--- src/rtl/nths_pkg.sv ---
// Contract
// - selected file register holds the file identifier of the latest Select, host readable and writable.
// - file identifier bits 15-8 hold the second ID byte, 03h for capability container.
// - file identifier bits 7-0 hold the first ID byte, E1h for capability container.
// - extra-data bit 1 means extra buffer data and size update, 0 means none.
// - prefetch on read is honoured only while the extra-data interrupt enable is set.
// - reply bit 2 selects custom status word, otherwise default status word.
// - host writes bit 1 as file exists answer; device answers Select with it.
// - serviced bit set to 1 completes service and starts processing the pending reply.
// - block length of Read or Update Binary reported in 16-bit register, high byte odd.
// - file offset of Read or Update Binary reported in 16-bit register, high byte odd.
// - general request interrupt raised for every Select, Read or Update Binary needing service.
// - read prefetch interrupt raised once Read Binary is serviced and transmission starts.
package nths_pkg;

    localparam logic [15:0] NTHS_ADDR_OFFSET = 16'hFFE6;
    localparam logic [15:0] NTHS_ADDR_LENGTH = 16'hFFE8;
    localparam logic [15:0] NTHS_ADDR_REPLY  = 16'hFFEA;
    localparam logic [15:0] NTHS_ADDR_FILEID = 16'hFFEC;

    localparam int NTHS_BIT_SERVICED  = 0;
    localparam int NTHS_BIT_EXISTS    = 1;
    localparam int NTHS_BIT_CUSTOM_SW = 2;
    localparam int NTHS_BIT_EXTRA     = 3;

    localparam logic [15:0] NTHS_REPLY_MASK  = 16'h000F;
    localparam logic [15:0] NTHS_RESET_VALUE = 16'h0000;
    localparam logic [7:0]  NTHS_BYTE_ZERO   = 8'h00;

    typedef enum logic [1:0] {
        NTHS_CMD_SELECT = 2'h0,
        NTHS_CMD_READ   = 2'h1,
        NTHS_CMD_UPDATE = 2'h2
    } nths_cmd_t;

    typedef enum logic [3:0] {
        NTHS_ST_IDLE     = 4'h1,
        NTHS_ST_WAIT     = 4'h2,
        NTHS_ST_RESPOND  = 4'h4,
        NTHS_ST_PREFETCH = 4'h8
    } nths_state_t;

    typedef struct packed {
        nths_cmd_t   kind;
        logic [15:0] file_id;
        logic [15:0] offset;
        logic [15:0] length;
    } nths_cmd_req_t;

    typedef struct packed {
        nths_cmd_t kind;
        logic      file_exists;
        logic      use_custom_sw;
        logic      extra_data;
    } nths_reply_t;

endpackage

--- src/rtl/nths_reg16.sv ---
`timescale 1ns/1ps
`default_nettype none
module nths_reg16
    import nths_pkg::*;
#(
    parameter logic [15:0] ADDR  = 16'h0000,
    parameter logic [15:0] WMASK = 16'hFFFF
) (
    input  wire logic        clk_sys,
    input  wire logic        nrst,
    input  wire logic [15:0] addr,
    input  wire logic        wr_en,
    input  wire logic [7:0]  wr_data,
    input  wire logic        load,
    input  wire logic [15:0] load_data,
    output logic             hit,
    output logic [7:0]       rd_byte,
    output logic [15:0]      value
);
    wire logic hit_lo = (addr == ADDR);
    wire logic hit_hi = (addr == (ADDR | 16'h0001));

    // ****************************************
    // byte lanes
    // ****************************************
    assign hit     = hit_lo | hit_hi;
    assign rd_byte = hit_hi ? value[15:8] : value[7:0];

    always_ff @(posedge clk_sys or negedge nrst) begin
        if (!nrst) begin
            value <= NTHS_RESET_VALUE;
        end else if (load) begin
            value <= load_data;
        end else if (wr_en && hit_lo) begin
            value[7:0] <= wr_data & WMASK[7:0];
        end else if (wr_en && hit_hi) begin
            value[15:8] <= wr_data & WMASK[15:8];
        end
    end
endmodule
`default_nettype wire

--- src/rtl/nths_host_regs.sv ---
`timescale 1ns/1ps
`default_nettype none
module nths_host_regs (
    input  wire logic                    clk_sys,
    input  wire logic                    nrst,
    input  wire logic [15:0]             reg_addr,
    input  wire logic                    reg_wr,
    input  wire logic [7:0]              reg_wdata,
    output logic [7:0]                   reg_rdata,
    output logic                         reg_hit,
    input  wire logic                    cmd_valid,
    output logic                         cmd_ready,
    input  wire nths_pkg::nths_cmd_req_t cmd_req,
    input  wire logic                    tx_started,
    input  wire logic                    extra_irq_en,
    output logic                         irq_general,
    output logic                         irq_prefetch,
    output logic                         reply_valid,
    output nths_pkg::nths_reply_t        reply
);
    import nths_pkg::*;

    nths_state_t   state;
    nths_state_t   next_state;
    nths_cmd_t     kind;
    logic [15:0]   off_q;
    logic [15:0]   len_q;
    logic [15:0]   fid_q;
    logic [15:0]   rep_q;
    logic [7:0]    rd_off;
    logic [7:0]    rd_len;
    logic [7:0]    rd_rep;
    logic [7:0]    rd_fid;
    logic          hit_off;
    logic          hit_len;
    logic          hit_rep;
    logic          hit_fid;

    // ****************************************
    // command capture and decode
    // ****************************************
    wire logic take_cmd   = cmd_valid & cmd_ready;
    wire logic serviced   = rep_q[NTHS_BIT_SERVICED];
    wire logic done_wait  = (state == NTHS_ST_WAIT) & serviced;
    wire logic clr_serv   = done_wait | ((state == NTHS_ST_PREFETCH) & tx_started);
    wire logic [15:0] rep_load = {rep_q[15:1], 1'b0};

    assign cmd_ready = (state == NTHS_ST_IDLE);

    nths_reg16 #(.ADDR(NTHS_ADDR_OFFSET), .WMASK(16'hFFFF)) u_off (
        .clk_sys   (clk_sys),
        .nrst      (nrst),
        .addr      (reg_addr),
        .wr_en     (reg_wr),
        .wr_data   (reg_wdata),
        .load      (take_cmd),
        .load_data (cmd_req.offset),
        .hit       (hit_off),
        .rd_byte   (rd_off),
        .value     (off_q)
    );

    nths_reg16 #(.ADDR(NTHS_ADDR_LENGTH), .WMASK(16'hFFFF)) u_len (
        .clk_sys   (clk_sys),
        .nrst      (nrst),
        .addr      (reg_addr),
        .wr_en     (reg_wr),
        .wr_data   (reg_wdata),
        .load      (take_cmd),
        .load_data (cmd_req.length),
        .hit       (hit_len),
        .rd_byte   (rd_len),
        .value     (len_q)
    );

    nths_reg16 #(.ADDR(NTHS_ADDR_REPLY), .WMASK(NTHS_REPLY_MASK)) u_rep (
        .clk_sys   (clk_sys),
        .nrst      (nrst),
        .addr      (reg_addr),
        .wr_en     (reg_wr),
        .wr_data   (reg_wdata),
        .load      (clr_serv),
        .load_data (rep_load),
        .hit       (hit_rep),
        .rd_byte   (rd_rep),
        .value     (rep_q)
    );

    wire logic load_fid = take_cmd & (cmd_req.kind == NTHS_CMD_SELECT);

    nths_reg16 #(.ADDR(NTHS_ADDR_FILEID), .WMASK(16'hFFFF)) u_fid (
        .clk_sys   (clk_sys),
        .nrst      (nrst),
        .addr      (reg_addr),
        .wr_en     (reg_wr),
        .wr_data   (reg_wdata),
        .load      (load_fid),
        .load_data (cmd_req.file_id),
        .hit       (hit_fid),
        .rd_byte   (rd_fid),
        .value     (fid_q)
    );

    assign reg_hit   = hit_off | hit_len | hit_rep | hit_fid;
    assign reg_rdata = hit_off ? rd_off :
                       hit_len ? rd_len :
                       hit_rep ? rd_rep :
                       hit_fid ? rd_fid : NTHS_BYTE_ZERO;

    // ****************************************
    // service sequence
    // ****************************************
    always_comb begin
        next_state = state;
        case (state)
            NTHS_ST_IDLE: begin
                if (cmd_valid) begin
                    next_state = NTHS_ST_WAIT;
                end
            end
            NTHS_ST_WAIT: begin
                if (serviced) begin
                    next_state = NTHS_ST_RESPOND;
                end
            end
            NTHS_ST_RESPOND: begin
                if (kind == NTHS_CMD_READ && extra_irq_en) begin
                    next_state = NTHS_ST_PREFETCH;
                end else begin
                    next_state = NTHS_ST_IDLE;
                end
            end
            NTHS_ST_PREFETCH: begin
                if (tx_started) begin
                    next_state = NTHS_ST_IDLE;
                end
            end
            default: begin
                next_state = NTHS_ST_IDLE;
            end
        endcase
    end

    always_ff @(posedge clk_sys or negedge nrst) begin
        if (!nrst) begin
            state <= NTHS_ST_IDLE;
            kind  <= NTHS_CMD_SELECT;
        end else begin
            state <= next_state;
            if (take_cmd) begin
                kind <= cmd_req.kind;
            end
        end
    end

    always_ff @(posedge clk_sys or negedge nrst) begin
        if (!nrst) begin
            irq_general  <= 1'b0;
            irq_prefetch <= 1'b0;
            reply_valid  <= 1'b0;
            reply        <= '0;
        end else begin
            irq_general  <= take_cmd;
            irq_prefetch <= (state == NTHS_ST_PREFETCH) & tx_started;
            reply_valid  <= done_wait;
            if (done_wait) begin
                reply.kind          <= kind;
                reply.file_exists   <= rep_q[NTHS_BIT_EXISTS];
                reply.use_custom_sw <= rep_q[NTHS_BIT_CUSTOM_SW];
                reply.extra_data    <= rep_q[NTHS_BIT_EXTRA] & extra_irq_en;
            end
        end
    end
endmodule
`default_nettype wire

--- config.mk ---
export PLATFORM = sky130hd
export DESIGN_NAME = nths_host_regs
export DESIGN_NICKNAME = d
export VERILOG_FILES = /design/src/rtl/nths_pkg.sv /design/src/rtl/nths_reg16.sv /design/src/rtl/nths_host_regs.sv
export SDC_FILE = /design/constraint.sdc
export NUM_CORES = 1
export LEC_CHECK = 0
export ABC_AREA = 1
export BUFFER_PORTS_ARGS = -buffer_cell sky130_fd_sc_hd__buf_2
export CORE_UTILIZATION = 54
export CTS_CLUSTER_DIAMETER = 200
export DETAILED_ROUTE_END_ITERATION = 7
export GPL_TIMING_DRIVEN = 0
export PLACE_DENSITY = 0.9
export SYNTH_ARGS = -nofsm -noshare
export SYNTH_HDL_FRONTEND = slang
export SYNTH_SLANG_ARGS = --single-unit
--- constraint.sdc ---
create_clock -name clk_sys -period 2.8 [get_ports clk_sys]
set_clock_uncertainty 0.1 [all_clocks]
set_input_delay 0.7 -clock clk_sys [delete_from_list [all_inputs] [get_ports clk_sys]]
set_output_delay 0.7 -clock clk_sys [all_outputs]
set_load 0.05 [all_outputs]
Yosys cells after proc, flatten, opt, wreduce, memory -nomap -nowiden
Index checks and enable logic that the tools add are counted.
- flip-flop bits (word level): 66
- bits of input ports: 80
- output and inout port bits: 18
- logic and storage cells: 98
- equal/unequal tests: 19
- muxes and demuxes: 27
- bitwise gates (word level): 14
- reduce and logical (&&, ||, !) cells: 21
- operator list (operator ; count):
    16-bit == test, second input constant ; 8
    8-bit two-way mux ; 16
    16-bit two-way mux ; 3
    4-bit two-way mux ; 5
    4-bit one-hot mux with 4 select lines ; 1
    2-bit nonzero test ; 7
    2-bit != test, second input constant ; 5
    1-bit logical AND ; 8
    1-bit OR ; 8
    2-bit AND reduction ; 4
    1-bit bitwise AND ; 5
    4-bit by 1-bit == test with 1-bit output, second input constant ; 1
    4-bit by 2-bit == test with 1-bit output, second input constant ; 1
    4-bit by 3-bit == test with 1-bit output, second input constant ; 1
    4-bit == test, second input constant ; 1
    3-bit AND reduction ; 1
    2-bit by 1-bit == test with 1-bit output, second input constant ; 1
    2-bit logical NOT ; 1
    1-bit two-way mux ; 2
    2-bit by 1-bit != test with 1-bit output, second input constant ; 1
    1-bit inverter ; 1

Longest topological paths before layout
Gate-level depths: netlist of run 1.
- word-level depth: 6
- mapped depth: 13
- mapped depth without buffers: 12

Hierarchy
A second synthesis of run 1 with hierarchy kept.
- cells, all modules: 764
- area total of the unflattened synthesis: 5263.8 um^2
- by module, submodules not included (module ; times used ; cells each ; area an instance (um^2) ; seq. area each (um^2)):
    nths_reg16 at u_fid ; 1 ; 165 ; 1132.3 ; 400.4
    nths_reg16 at u_len ; 1 ; 166 ; 1106.1 ; 400.4
    nths_reg16 at u_off ; 1 ; 166 ; 1103.6 ; 400.4
    nths_reg16 at u_rep ; 1 ; 140 ; 1017.2 ; 400.4
    nths_host_regs ; 1 ; 127 ; 904.6 ; 351.6

Worst setup path before layout of run 1
No wires, ideal clock.
- path type: input-to-output
- start point: in reg_addr[5]
- end point: out reg_rdata[6]
- data arrival time: 2.311 ns
- required time: 2.000 ns
- slack: -0.311 ns
- stages: 11
- path buffers: 1
- path through: inv_1 nor2_2 nand2_2 inv_2 nand2_1 nor2_1 buf_2 nand2_1 o21ai_0 nand2_1 a21oi_1
- longest elaborated chain between the ends: 6
- elaborated cells on any way between the ends: 19
- classes of those cells: eq/ne (8); mux (7); bitwise (4)
- ends and longest elaborated chain (what ; line ; text):
    start: declaration ; nths_host_regs.sv:6 ; input wire logic [15:0] reg_addr,
    16-bit == test (on tied branches) ; nths_reg16.sv:21, nths_reg16.sv:20 ;
    8-bit two-way mux or 1-bit OR (tied branches) ; nths_reg16.sv:27, nths_reg16.sv:26 ;
    8-bit two-way mux ; nths_host_regs.sv:108 ; hit_fid ? rd_fid : NTHS_BYTE_ZERO;
    8-bit two-way mux ; nths_host_regs.sv:107 ; hit_rep ? rd_rep :
    8-bit two-way mux ; nths_host_regs.sv:106 ; hit_len ? rd_len :
    8-bit two-way mux (*) ; nths_host_regs.sv:105 ; assign reg_rdata = hit_off ? rd_off :
    end: declaration ; nths_host_regs.sv:9 ; output logic [7:0] reg_rdata,
Mark *: on every way between the ends. The rest lies on a longest branch, timed or not.

Worst setup path in the final report of run 1
- start point: in reg_addr[15]
- end point: out reg_rdata[3]
The elaborated chain is that of the path after synthesis.

==> impl_metrics.json, run 1 <==
{
  "clk_latency_ns": 0.37,
  "violations": "negative setup slack",
  "clk_pin_slew_ns": 0.07,
  "drive_gt1_frac": 0.361,
  "cp-end-kind": "output pin",
  "portBuffers": 97,
  "syn-num-nets": 597,
  "status": "finished with violations",
  "ys_ff_latch": 66,
  "r2r-end": "u_fid.value[6]",
  "leakage_nw": 2.66,
  "drt_iter0_drc": 488,
  "syn_to_final_growth_pct": 36.8,
  "hold_viol": 0,
  "num_vias": 4433,
  "drtAntennaViolNets": 0,
  "yosysUniqueCellTypes": 33,
  "hold_class": "in2async",
  "max-vdd-ir-drop_mv": 0.393,
  "startpoint_type": "primary input",
  "chipWidth_um": 86.4,
  "synth_mux_area_frac": 0,
  "pin_count": 98,
  "layout_min_cycle_time_ns": 2.95,
  "cts_tree": "yes",
  "drtPass1Iterations": 5,
  "dp_hpwl_um": 8140,
  "via_per_inst": 5.96,
  "grt_start_max_net_pins": 67,
  "crit_arrival_ns": 2.15,
  "place_congestion": 0.885,
  "synthCells": 517,
  "grt_pass1_vias": 4428,
  "slew_headroom": 0.430,
  "max_stage_delay_ns": 0.21,
  "h-tree-depth": 3,
  "clockRootBuffer": "clkbuf_8",
  "path_cells": "buf_6 -> nand2_2 -> inv_2 -> nand2_2 -> nor2_4 -> buf_6 -> nand3_4 -> nand2_8 -> inv_6 -> a21oi_4 -> nor2_4 -> nor2_4 -> buf_8",
  "drc": 0,
  "maxSlewViolCount": 0,
  "die_h_um": 86.4,
  "die-area_um2": 7460,
  "rows": 30,
  "cts_buffers": 9,
  "seq_area_um2": 1650,
  "antennaDiodeCount": 0,
  "netlist_area_um2": 3840,
  "dp.cells": 710,
  "timing.final.ws_setup_ns": -0.148,
  "finalNonFillerCells": 744,
  "start_util": 0.563,
  "grt-ovfl-total": 0,
  "avgSynthCellArea_um2": 7.43,
  "power.total_mw": 3.68,
  "routedWlPerCell_um": 18.3,
  "slowest_stage": "nor2_4",
  "rsz0062_at_grt": "true",
  "drv_cap": 0,
  "seq_area_frac_synth": 0.430,
  "yosys_warnings": 0,
  "grt_antenna_before_repair": 0,
  "max_slew.worst_pin.slew_ns": 0.856,
  "synth-xor-area-share": 0,
  "grt_use_total": 0.362,
  "clockBufferDepth": 2,
  "r2r_cells": 12,
  "fmax_mhz": 339,
  "worstSetupPathType": "in2out",
  "synthSimpleGateAreaFrac": 0.331,
  "design.core.area_um2": 6830,
  "period_share": 1.05,
  "multi_input_area_um2": 2140,
  "finalSetupViolations": 9,
  "crit_top_cell": "nor2_4",
  "cts_sinks": 66,
  "cts_hold_buf": 0,
  "r2r_start": "state[3]",
  "grt_first_pass_wirelength_um": 20300,
  "powerDensity_nw_per_um2": 699,
  "synth_compound_area_frac": 0.147,
  "cp_max_fo": 7,
  "synth_fa_ha_area_frac": 0,
  "drt_wl_total_um": 13600,
  "synth_top_family_by_area": "simple AND/OR/NAND/NOR gates",
  "rrSetupSlack_ns": 0.83,
  "num-nets-final": 723,
  "nFillCells": 446,
  "crit_required_ns": 2.00
}
critical path: cells and delay by family:
family / cells / cell delay, ns
buffers and inverters: 5 / 0.50
and+or+nand+nor: 7 / 0.79
AOI/OAI and AO/OA: 1 / 0.14
final cells by class:
cell class	count	area share
inverter	57	0.0459
buffer	17	0.0274
timing repair buffer	114	0.151
tap	96	0.0228
sequential	66	0.314
multi-input combinational	378	0.406
clock inverter	5	0.00571
clock buffer	11	0.0269
power by group:
group	total, mW	internal [mW]	switching (mW)
Combinational	1.35	0.512	0.842
Clock	0.746	0.341	0.406
Sequential	1.57	1.34	0.239
Total	3.68	2.19	1.49
metrics by stage:
stage	cell area (um^2)	utilization	worst slack [ns]	hold slack, ns	TNS [ns]
floorplan	3900	-	-0.229	0.304	-0.230
global placement	4500	0.659	-0.314	0.363	-2.15
detailed placement	4510	0.660	-0.338	0.367	-2.39
CTS	5080	0.744	-0.0768	0.376	-0.195
global route	5260	0.770	-0.203	0.410	-1.53
finish	5260	0.770	-0.148	0.338	-0.957
Yosys cell counts:
cell | n | share of area
nand2_1 | 185 | 0.18
dfrtp_1 | 65 | 0.42
inv_1 | 45 | 0.044
nor2_1 | 39 | 0.038
nand3_1 | 33 | 0.043
o21ai_0 | 23 | 0.030
a31oi_1 | 14 | 0.023
inv_2 | 12 | 0.012
o21ai_1 | 11 | 0.014
a21oi_1 | 10 | 0.013
o21a_1 | 9 | 0.018
buf_6 | 7 | 0.021
o211ai_1 | 7 | 0.014
buf_2 | 6 | 0.0078
nand2_2 | 6 | 0.0098
nand4_1 | 6 | 0.0098
nor2_2 | 5 | 0.0081
nand2_4 | 4 | 0.012
o21ai_4 | 4 | 0.017
buf_4 | 3 | 0.0059
nand3b_1 | 3 | 0.0059
nor2_4 | 3 | 0.0088
o21ai_2 | 3 | 0.0068
a31oi_2 | 2 | 0.0065
clkbuf_1 | 2 | 0.0020
nand3_2 | 2 | 0.0052
o22ai_1 | 2 | 0.0033
a41oi_1 | 1 | 0.0023
dfstp_2 | 1 | 0.0068
nand3_4 | 1 | 0.0046
nor3_1 | 1 | 0.0013
nor3_2 | 1 | 0.0026
nor4_1 | 1 | 0.0016
kinds of logic after synthesis:
group | after synthesis
compound gates | 86
simple gates | 290
buf+inv | 75
flops | 66
cells in the final DEF, fill, tap and decap left out, types with 4 or more instances in the layout:
cell type	netlist	routed
nand2_1	185	165
buf_2	6	79
dfrtp_1	65	65
inv_1	45	42
nor2_1	39	30
nand3_1	33	28
buf_6	7	26
o21ai_0	23	19
nand2_2	6	18
buf_4	3	17
o21ai_1	11	14
a31oi_1	14	14
nor2_4	3	12
nand2_4	4	11
clkbuf_8	0	11
inv_2	12	9
o21a_1	9	9
o211ai_1	7	7
nand4_1	6	6
nor2_2	5	5
a21oi_1	10	5
buf_8	0	5
nand3_2	2	4
nand3_4	1	4
o21ai_2	3	4
o21ai_4	4	4
layer usage:
metal,track usage,vias to the layer above,part of all wire
met2,0.592,367,0.48
met3,0.107,105,0.11
met5,0,-,0
li1,-,1924,-
met4,0.241,0,0.068
met1,0.413,2037,0.35
state kept, by name, indices dropped and copies added, names as in the netlist, 2 cells and up:
name         cells
u_fid.value     16
u_len.value     16
u_off.value     16
reply            5
state            4
u_rep.value      4
kind             2
worst max path at each step:
stage | from | endpoint
CTS | reg_addr[8] | reg_rdata[3]
global placement | reg_addr[5] | reg_rdata[3]
floorplan | reg_addr[5] | reg_rdata[7]
global route | reg_addr[12] | reg_rdata[3]
detailed placement | reg_addr[5] | reg_rdata[2]
finish | reg_addr[15] | reg_rdata[3]
what timing repair did:
| action | in CTS | in global routing |
|---|---|---|
| gates resized for setup | 82 | 37 |
| hold endpoints to repair | 0 | 0 |
| setup buffers | 11 | 6 |
| pin swaps | 21 | 12 |
| gates cloned | 3 | 0 |
| endpoints found under the setup margin | 9 | 9 |
(Power assumes the default switching activity.)
==> run 2: changes to the inputs <==
==> constraint.sdc (replaced) <==
create_clock -name clk_sys -period 2.8 [get_ports clk_sys]
set_clock_uncertainty 0.1 [all_clocks]
set_input_delay 0.56 -clock clk_sys [delete_from_list [all_inputs] [get_ports clk_sys]]
set_output_delay 0.56 -clock clk_sys [all_outputs]
set_load 0.05 [all_outputs]
==> run 2 against run 1 <==
The run now ends clean; hold slack got worse by 0.13 ns; critical endpoint is now reg_rdata[1]; clock power up 10%; clock-buffer cell count rose by 3; maximum frequency increased by 7.6%; sequential share of layout area is 3.2 points higher; register-to-register slack better by 0.11 ns; utilization decreased by 7.1 points; power shrank 1.8%; critical path depth unchanged.
==> impl_metrics.json, run 2 (synthesis gave the netlist of run 1 again) <==
{
  "status": "completed",
  "swShare": 0.369,
  "p_seq_frac": 0.426,
  "clockBufferDepth": 2,
  "worstSetupPathType": "in2out",
  "drive_gt1_frac": 0.290,
  "crit_buf_inv": 4,
  "num-nets-final": 710,
  "clk_latency_ns": 0.35,
  "grt_antenna_before_repair": 0,
  "drv_cap": 0,
  "grt_first_pass_wirelength_um": 17300,
  "cts_sinks": 66,
  "max_stage_delay_ns": 0.20,
  "max-vdd-ir-drop_mv": 0.455,
  "rows": 30,
  "max_slew.worst_pin.slew_ns": 0.842,
  "pwr-share-comb": 0.346,
  "startpoint_type": "primary input",
  "leakage_nw": 2.46,
  "maxSlewViolCount": 0,
  "power.total_mw": 3.61,
  "powerDensity_nw_per_um2": 757,
  "drtAntennaViolNets": 0,
  "cts_hold_buf": 0,
  "crit_top_cell": "nand2_1",
  "fmax_mhz": 365,
  "slowest_stage": "nor3_4",
  "r2r-end": "u_len.value[15]",
  "post-place-ws_ns": -0.0520,
  "layout_min_cycle_time_ns": 2.74,
  "clk_pin_slew_ns": 0.06,
  "hold_viol": 0,
  "layout.cells.most_common_list": "184 x nand2_1, 95 x buf_2, 65 x dfrtp_1, 45 x inv_1, 35 x nor2_1",
  "drtPass1Iterations": 6,
  "switchingPower_mw": 1.33,
  "pin_count": 98,
  "cp_max_fo": 5,
  "chipWidth_um": 86.4,
  "grt_pass1_vias": 3895,
  "use_met2": 0.499,
  "setup_tns_ns": 0,
  "grt_start_max_net_pins": 67,
  "fin_hold_ws_ns": 0.203,
  "grt_use_met1": 0.371,
  "crit_family": "simple AND/OR/NAND/NOR gates",
  "design.core.area_um2": 6830,
  "syn_to_final_growth_pct": 24.1,
  "crit_required_ns": 2.14,
  "antennaDiodeCount": 0,
  "cts_buffers": 9,
  "drt_wl_total_um": 11100,
  "die_h_um": 86.4,
  "cp-end-kind": "output pin",
  "drt_iter0_drc": 353,
  "r2r_start": "state[3]",
  "die-area_um2": 7460,
  "grt_use_total": 0.305,
  "reg_top3": "u_fid.value x16, u_len.value x16, u_off.value x16",
  "rrSetupSlack_ns": 0.94,
  "use_met3": 0.0762,
  "drc": 0,
  "grt.busiest_layer": "met2",
  "path_cells": "buf_2 -> nand2_1 -> nor3_4 -> nand2_1 -> nor2_4 -> buf_4 -> nand2_1 -> nand2_1 -> nand2_1 -> nand3_1 -> nand2_1 -> inv_1 -> buf_4",
  "cts_tree": "yes",
  "portBuffers": 97,
  "place_congestion": 0.905,
  "via_per_inst": 5.53,
  "routedWlPerCell_um": 15.2,
  "finalSetupViolations": 0,
  "hold_class": "in2async",
  "period_share": 0.978,
  "start_util": 0.563,
  "grt-ovfl-total": 0,
  "clockRootBuffer": "clkbuf_8",
  "dp_hpwl_um": 8080,
  "r2r_cells": 9,
  "num_vias": 4045,
  "internal_power_mw": 2.28,
  "timing.final.ws_setup_ns": 0.0603,
  "crit_arrival_ns": 2.08,
  "slew_headroom": 0.439,
  "pwr-share-clk": 0.227,
  "final_common_cell": "nand2_1",
  "h-tree-depth": 3
}
==> run 2: per-stage QoR <==
stage	cells	area [um^2]	util
global route	731	4770	0.698
floorplan	517	3850	-
global placement	710	4460	0.653
detailed placement	710	4460	0.653
CTS	726	4660	0.683
finish	731	4770	0.698
==> run 2: routing by layer <==
metal / part of all wire / wire [um]
met1: 0.39 / 4360
met2: 0.49 / 5410
met3: 0.084 / 926
met4: 0.035 / 391
met5: 0 / 0
==> run 2: layout make-up <==
type / count / area, um^2
inverter: 57 / 216
sequential: 66 / 1650
clock buffer: 14 / 163
multi-input combinational: 376 / 1890
buffer: 18 / 143
fill: 564 / 2060
timing repair buffer: 102 / 548
clock inverter: 2 / 35.0
tap: 96 / 120
==> run 2: power by group through the flow <==
stage	Combinational, mW	Clock (mW)	Sequential [mW]
floorplan	0.895	0	1.50
global placement	1.16	0	1.52
detailed placement	1.22	0	1.54
CTS	1.24	0.821	1.53
global route	1.38	0.863	1.56
finish	1.25	0.821	1.54
==> run 2: how the worst max path moves through the flow <==
stage	from	end	slack, ns	depth (start not counted)
2_1_floorplan	reg_addr[5]	reg_rdata[7]	0.03	9
3_3_place_gp	reg_addr[4]	reg_rdata[2]	0.008	13
3_5_place_dp	reg_addr[13]	reg_rdata[2]	-0.05	13
4_1_cts	reg_addr[15]	reg_rdata[2]	0.0001	13
5_1_grt	reg_addr[2]	reg_rdata[6]	-0.05	11
6_report	reg_addr[2]	reg_rdata[1]	0.06	13
==> run 2: timing repair <==
item,in CTS,in global routing
gates resized for setup,2,27
cloned,0,1
pin swaps,0,6
setup endpoints to repair,2,9
buffers inserted,0,4
==> run 3: changes to the inputs <==
Settings changed: ABC_AREA 1 to unset, CORE_UTILIZATION 54 to 53, PLACE_DENSITY 0.9 to 0.89.
Clock period 2.8 ns to 2.6 ns, I/O delays scaled along.
==> run 3 against run 2 <==
Critical path depth is 7 lower; cell area fell by 5.4%; non-clock buffer count is 2 higher; via count is 9.0% lower; sequential share of layout area rose by 2.0 points; register-to-register slack lost 0.51 ns; area after synthesis is 4.9% lower; power grew 10%; utilization is 0.37 points lower; clock-buffer cell count down 5; largest power group unchanged.
==> impl_metrics.json, run 3 <==
{
  "maxSlewViolCount": 0,
  "synth-main-ff-cell": "dfrtp_1",
  "hold_class": "in2async",
  "dp_hpwl_um": 7780,
  "fmax_mhz": 393,
  "clk_latency_ns": 0.35,
  "synth_async_sr_flop_share": 1.00,
  "slew_headroom": 0.443,
  "via_per_inst": 6.41,
  "design.core.area_um2": 6490,
  "ys_ff_latch": 66,
  "grt-ovfl-total": 0,
  "syn-num-nets": 466,
  "slowest_stage": "a221oi_2",
  "num_vias": 3680,
  "post_cts_buffers": 0,
  "period_share": 0.979,
  "synth_edf_count": 0,
  "crit_arrival_ns": 1.93,
  "cp-end-kind": "output pin",
  "drt_iter0_drc": 406,
  "finalNonFillerCells": 574,
  "chipWidth_um": 85.1,
  "startpoint_type": "primary input",
  "layout_min_cycle_time_ns": 2.55,
  "pin_count": 98,
  "cp_max_fo": 10,
  "cts_tree": "yes",
  "drive_gt1_frac": 0.336,
  "seq_area_frac_synth": 0.452,
  "synth_top_area_frac": 0.445,
  "drv_cap": 0,
  "r2r_start": "state[0]",
  "r2r_cells": 6,
  "netlist_area_um2": 3660,
  "drt_wl_total_um": 10900,
  "clockBufferDepth": 2,
  "path_cells": "buf_2 -> buf_2 -> clkbuf_2 -> mux2i_1 -> a221oi_2 -> buf_4",
  "syn_to_final_growth_pct": 23.4,
  "max_stage_delay_ns": 0.34,
  "place_area_um2": 4240,
  "crit_required_ns": 1.98,
  "dp.cells": 559,
  "cts_sinks": 66,
  "synth.most_common_cell": "dfrtp_1",
  "hold_viol": 0,
  "grt_use_total": 0.317,
  "yosys-top-cells-area": "dfrtp_1 44%, a31oi_1 5.5%, o21ai_0 5.2%, o221a_2 4.9%, nor2_1 4.7%",
  "drc": 0,
  "timing.final.ws_setup_ns": 0.0545,
  "synthCells": 386,
  "reg_top3": "u_fid.value x16, u_len.value x16, u_off.value x16",
  "place_congestion": 0.900,
  "synth_commonest_cells": "65 x dfrtp_1, 46 x nor2_1, 38 x o21ai_0",
  "synth_top_area_cell": "dfrtp_1",
  "worstSetupPathType": "in2out",
  "rsz0062_at_grt": "false",
  "crit_buf_inv": 4,
  "finalSetupViolations": 0,
  "antennaDiodeCount": 0,
  "crit_top_cell": "buf_2",
  "num-nets-final": 572,
  "cts_hold_buf": 0,
  "cts_buffers": 9,
  "crit_family": "buffers and inverters",
  "grt_start_max_net_pins": 67,
  "drtPass1Iterations": 5,
  "status": "completed",
  "yosysUniqueCellTypes": 40,
  "leakage_nw": 1.98,
  "max-vdd-ir-drop_mv": 0.496,
  "r2r-end": "u_off.value[2]",
  "clockRootBuffer": "clkbuf_8",
  "start_util": 0.563,
  "grt_first_pass_wirelength_um": 17300,
  "die_h_um": 85.1,
  "grt_pass1_vias": 3501,
  "rows": 29,
  "clk_pin_slew_ns": 0.08,
  "post-place-ws_ns": -0.215,
  "avgSynthCellArea_um2": 9.47,
  "powerDensity_nw_per_um2": 881,
  "die-area_um2": 7240,
  "drtAntennaViolNets": 0,
  "routedWlPerCell_um": 18.9,
  "finalInstanceArea_um2": 4510,
  "portBuffers": 96,
  "grt_antenna_before_repair": 0,
  "h-tree-depth": 3,
  "final_common_cell": "buf_2",
  "layout.cells.most_common_list": "97 x buf_2, 65 x dfrtp_1, 45 x nor2_1, 38 x o21ai_0, 32 x a31oi_1",
  "rrSetupSlack_ns": 0.43,
  "max_slew.worst_pin.slew_ns": 0.835,
  "yosys_warnings": 0
}
run 3: power breakdown:
group          switching [mW]  internal, mW  total (mW)
Combinational           0.715         0.613        1.33
Sequential              0.246          1.44        1.69
Clock                   0.419         0.537       0.956
run 3: cells by family after synthesis:
family | count (synthesis) | share of synthesized area
buffers and inverters | 31 | 0.0346
AOI/OAI and AO/OA | 112 | 0.204
and+or+nand+nor | 151 | 0.222
muxes | 26 | 0.0879
DFF | 66 | 0.452
run 3: how the worst max path moves through the flow:
stage | from | end | slack (ns) | cells after the start
floorplan | reg_addr[4] | reg_rdata[0] | -0.48 | 4
global route | reg_addr[0] | reg_rdata[3] | 0.006 | 6
global placement | reg_addr[0] | reg_rdata[2] | -0.17 | 6
CTS | reg_addr[15] | reg_rdata[3] | -0.06 | 6
finish | reg_addr[0] | reg_rdata[3] | 0.05 | 6
detailed placement | reg_addr[0] | reg_rdata[2] | -0.22 | 6
run 3: repair_timing:
item                                    4_1_cts  5_1_grt
resized for setup                             9       11
endpoints found under the setup margin        8        9
gates cloned                                  0        0
run 3: final cells by class:
| cell class | instances | area [um^2] |
|---|---|---|
| plain buffers | 26 | 116 |
| clock buffers | 9 | 124 |
| clock inverters | 7 | 93.8 |
| fillers | 506 | 1980 |
| inverters | 4 | 15.0 |
| multi-input cells | 289 | 1920 |
| flip-flops and latches | 66 | 1650 |
| well taps | 77 | 96.3 |
| repair buffers | 96 | 495 |
run 3: per-layer routing:
layer  wire, um  part of all wire  GRT usage
met1       4270              0.39      0.424
met4        406             0.037      0.163
met5          0                 0          0
met3       1190              0.11     0.0837
met2       4990              0.46      0.479
run 3: through the flow:
stage / hold WS [ns] / power, mW / utilization / TNS (ns)
floorplan: 0.124 / 2.56 / - / -2.01
detailed placement: 0.362 / 2.98 / 0.652 / -0.870
CTS: 0.180 / 3.93 / 0.689 / -0.155
global placement: 0.351 / 2.90 / 0.652 / -0.680
finish: 0.134 / 3.97 / 0.695 / 0
global route: 0.210 / 4.17 / 0.695 / 0
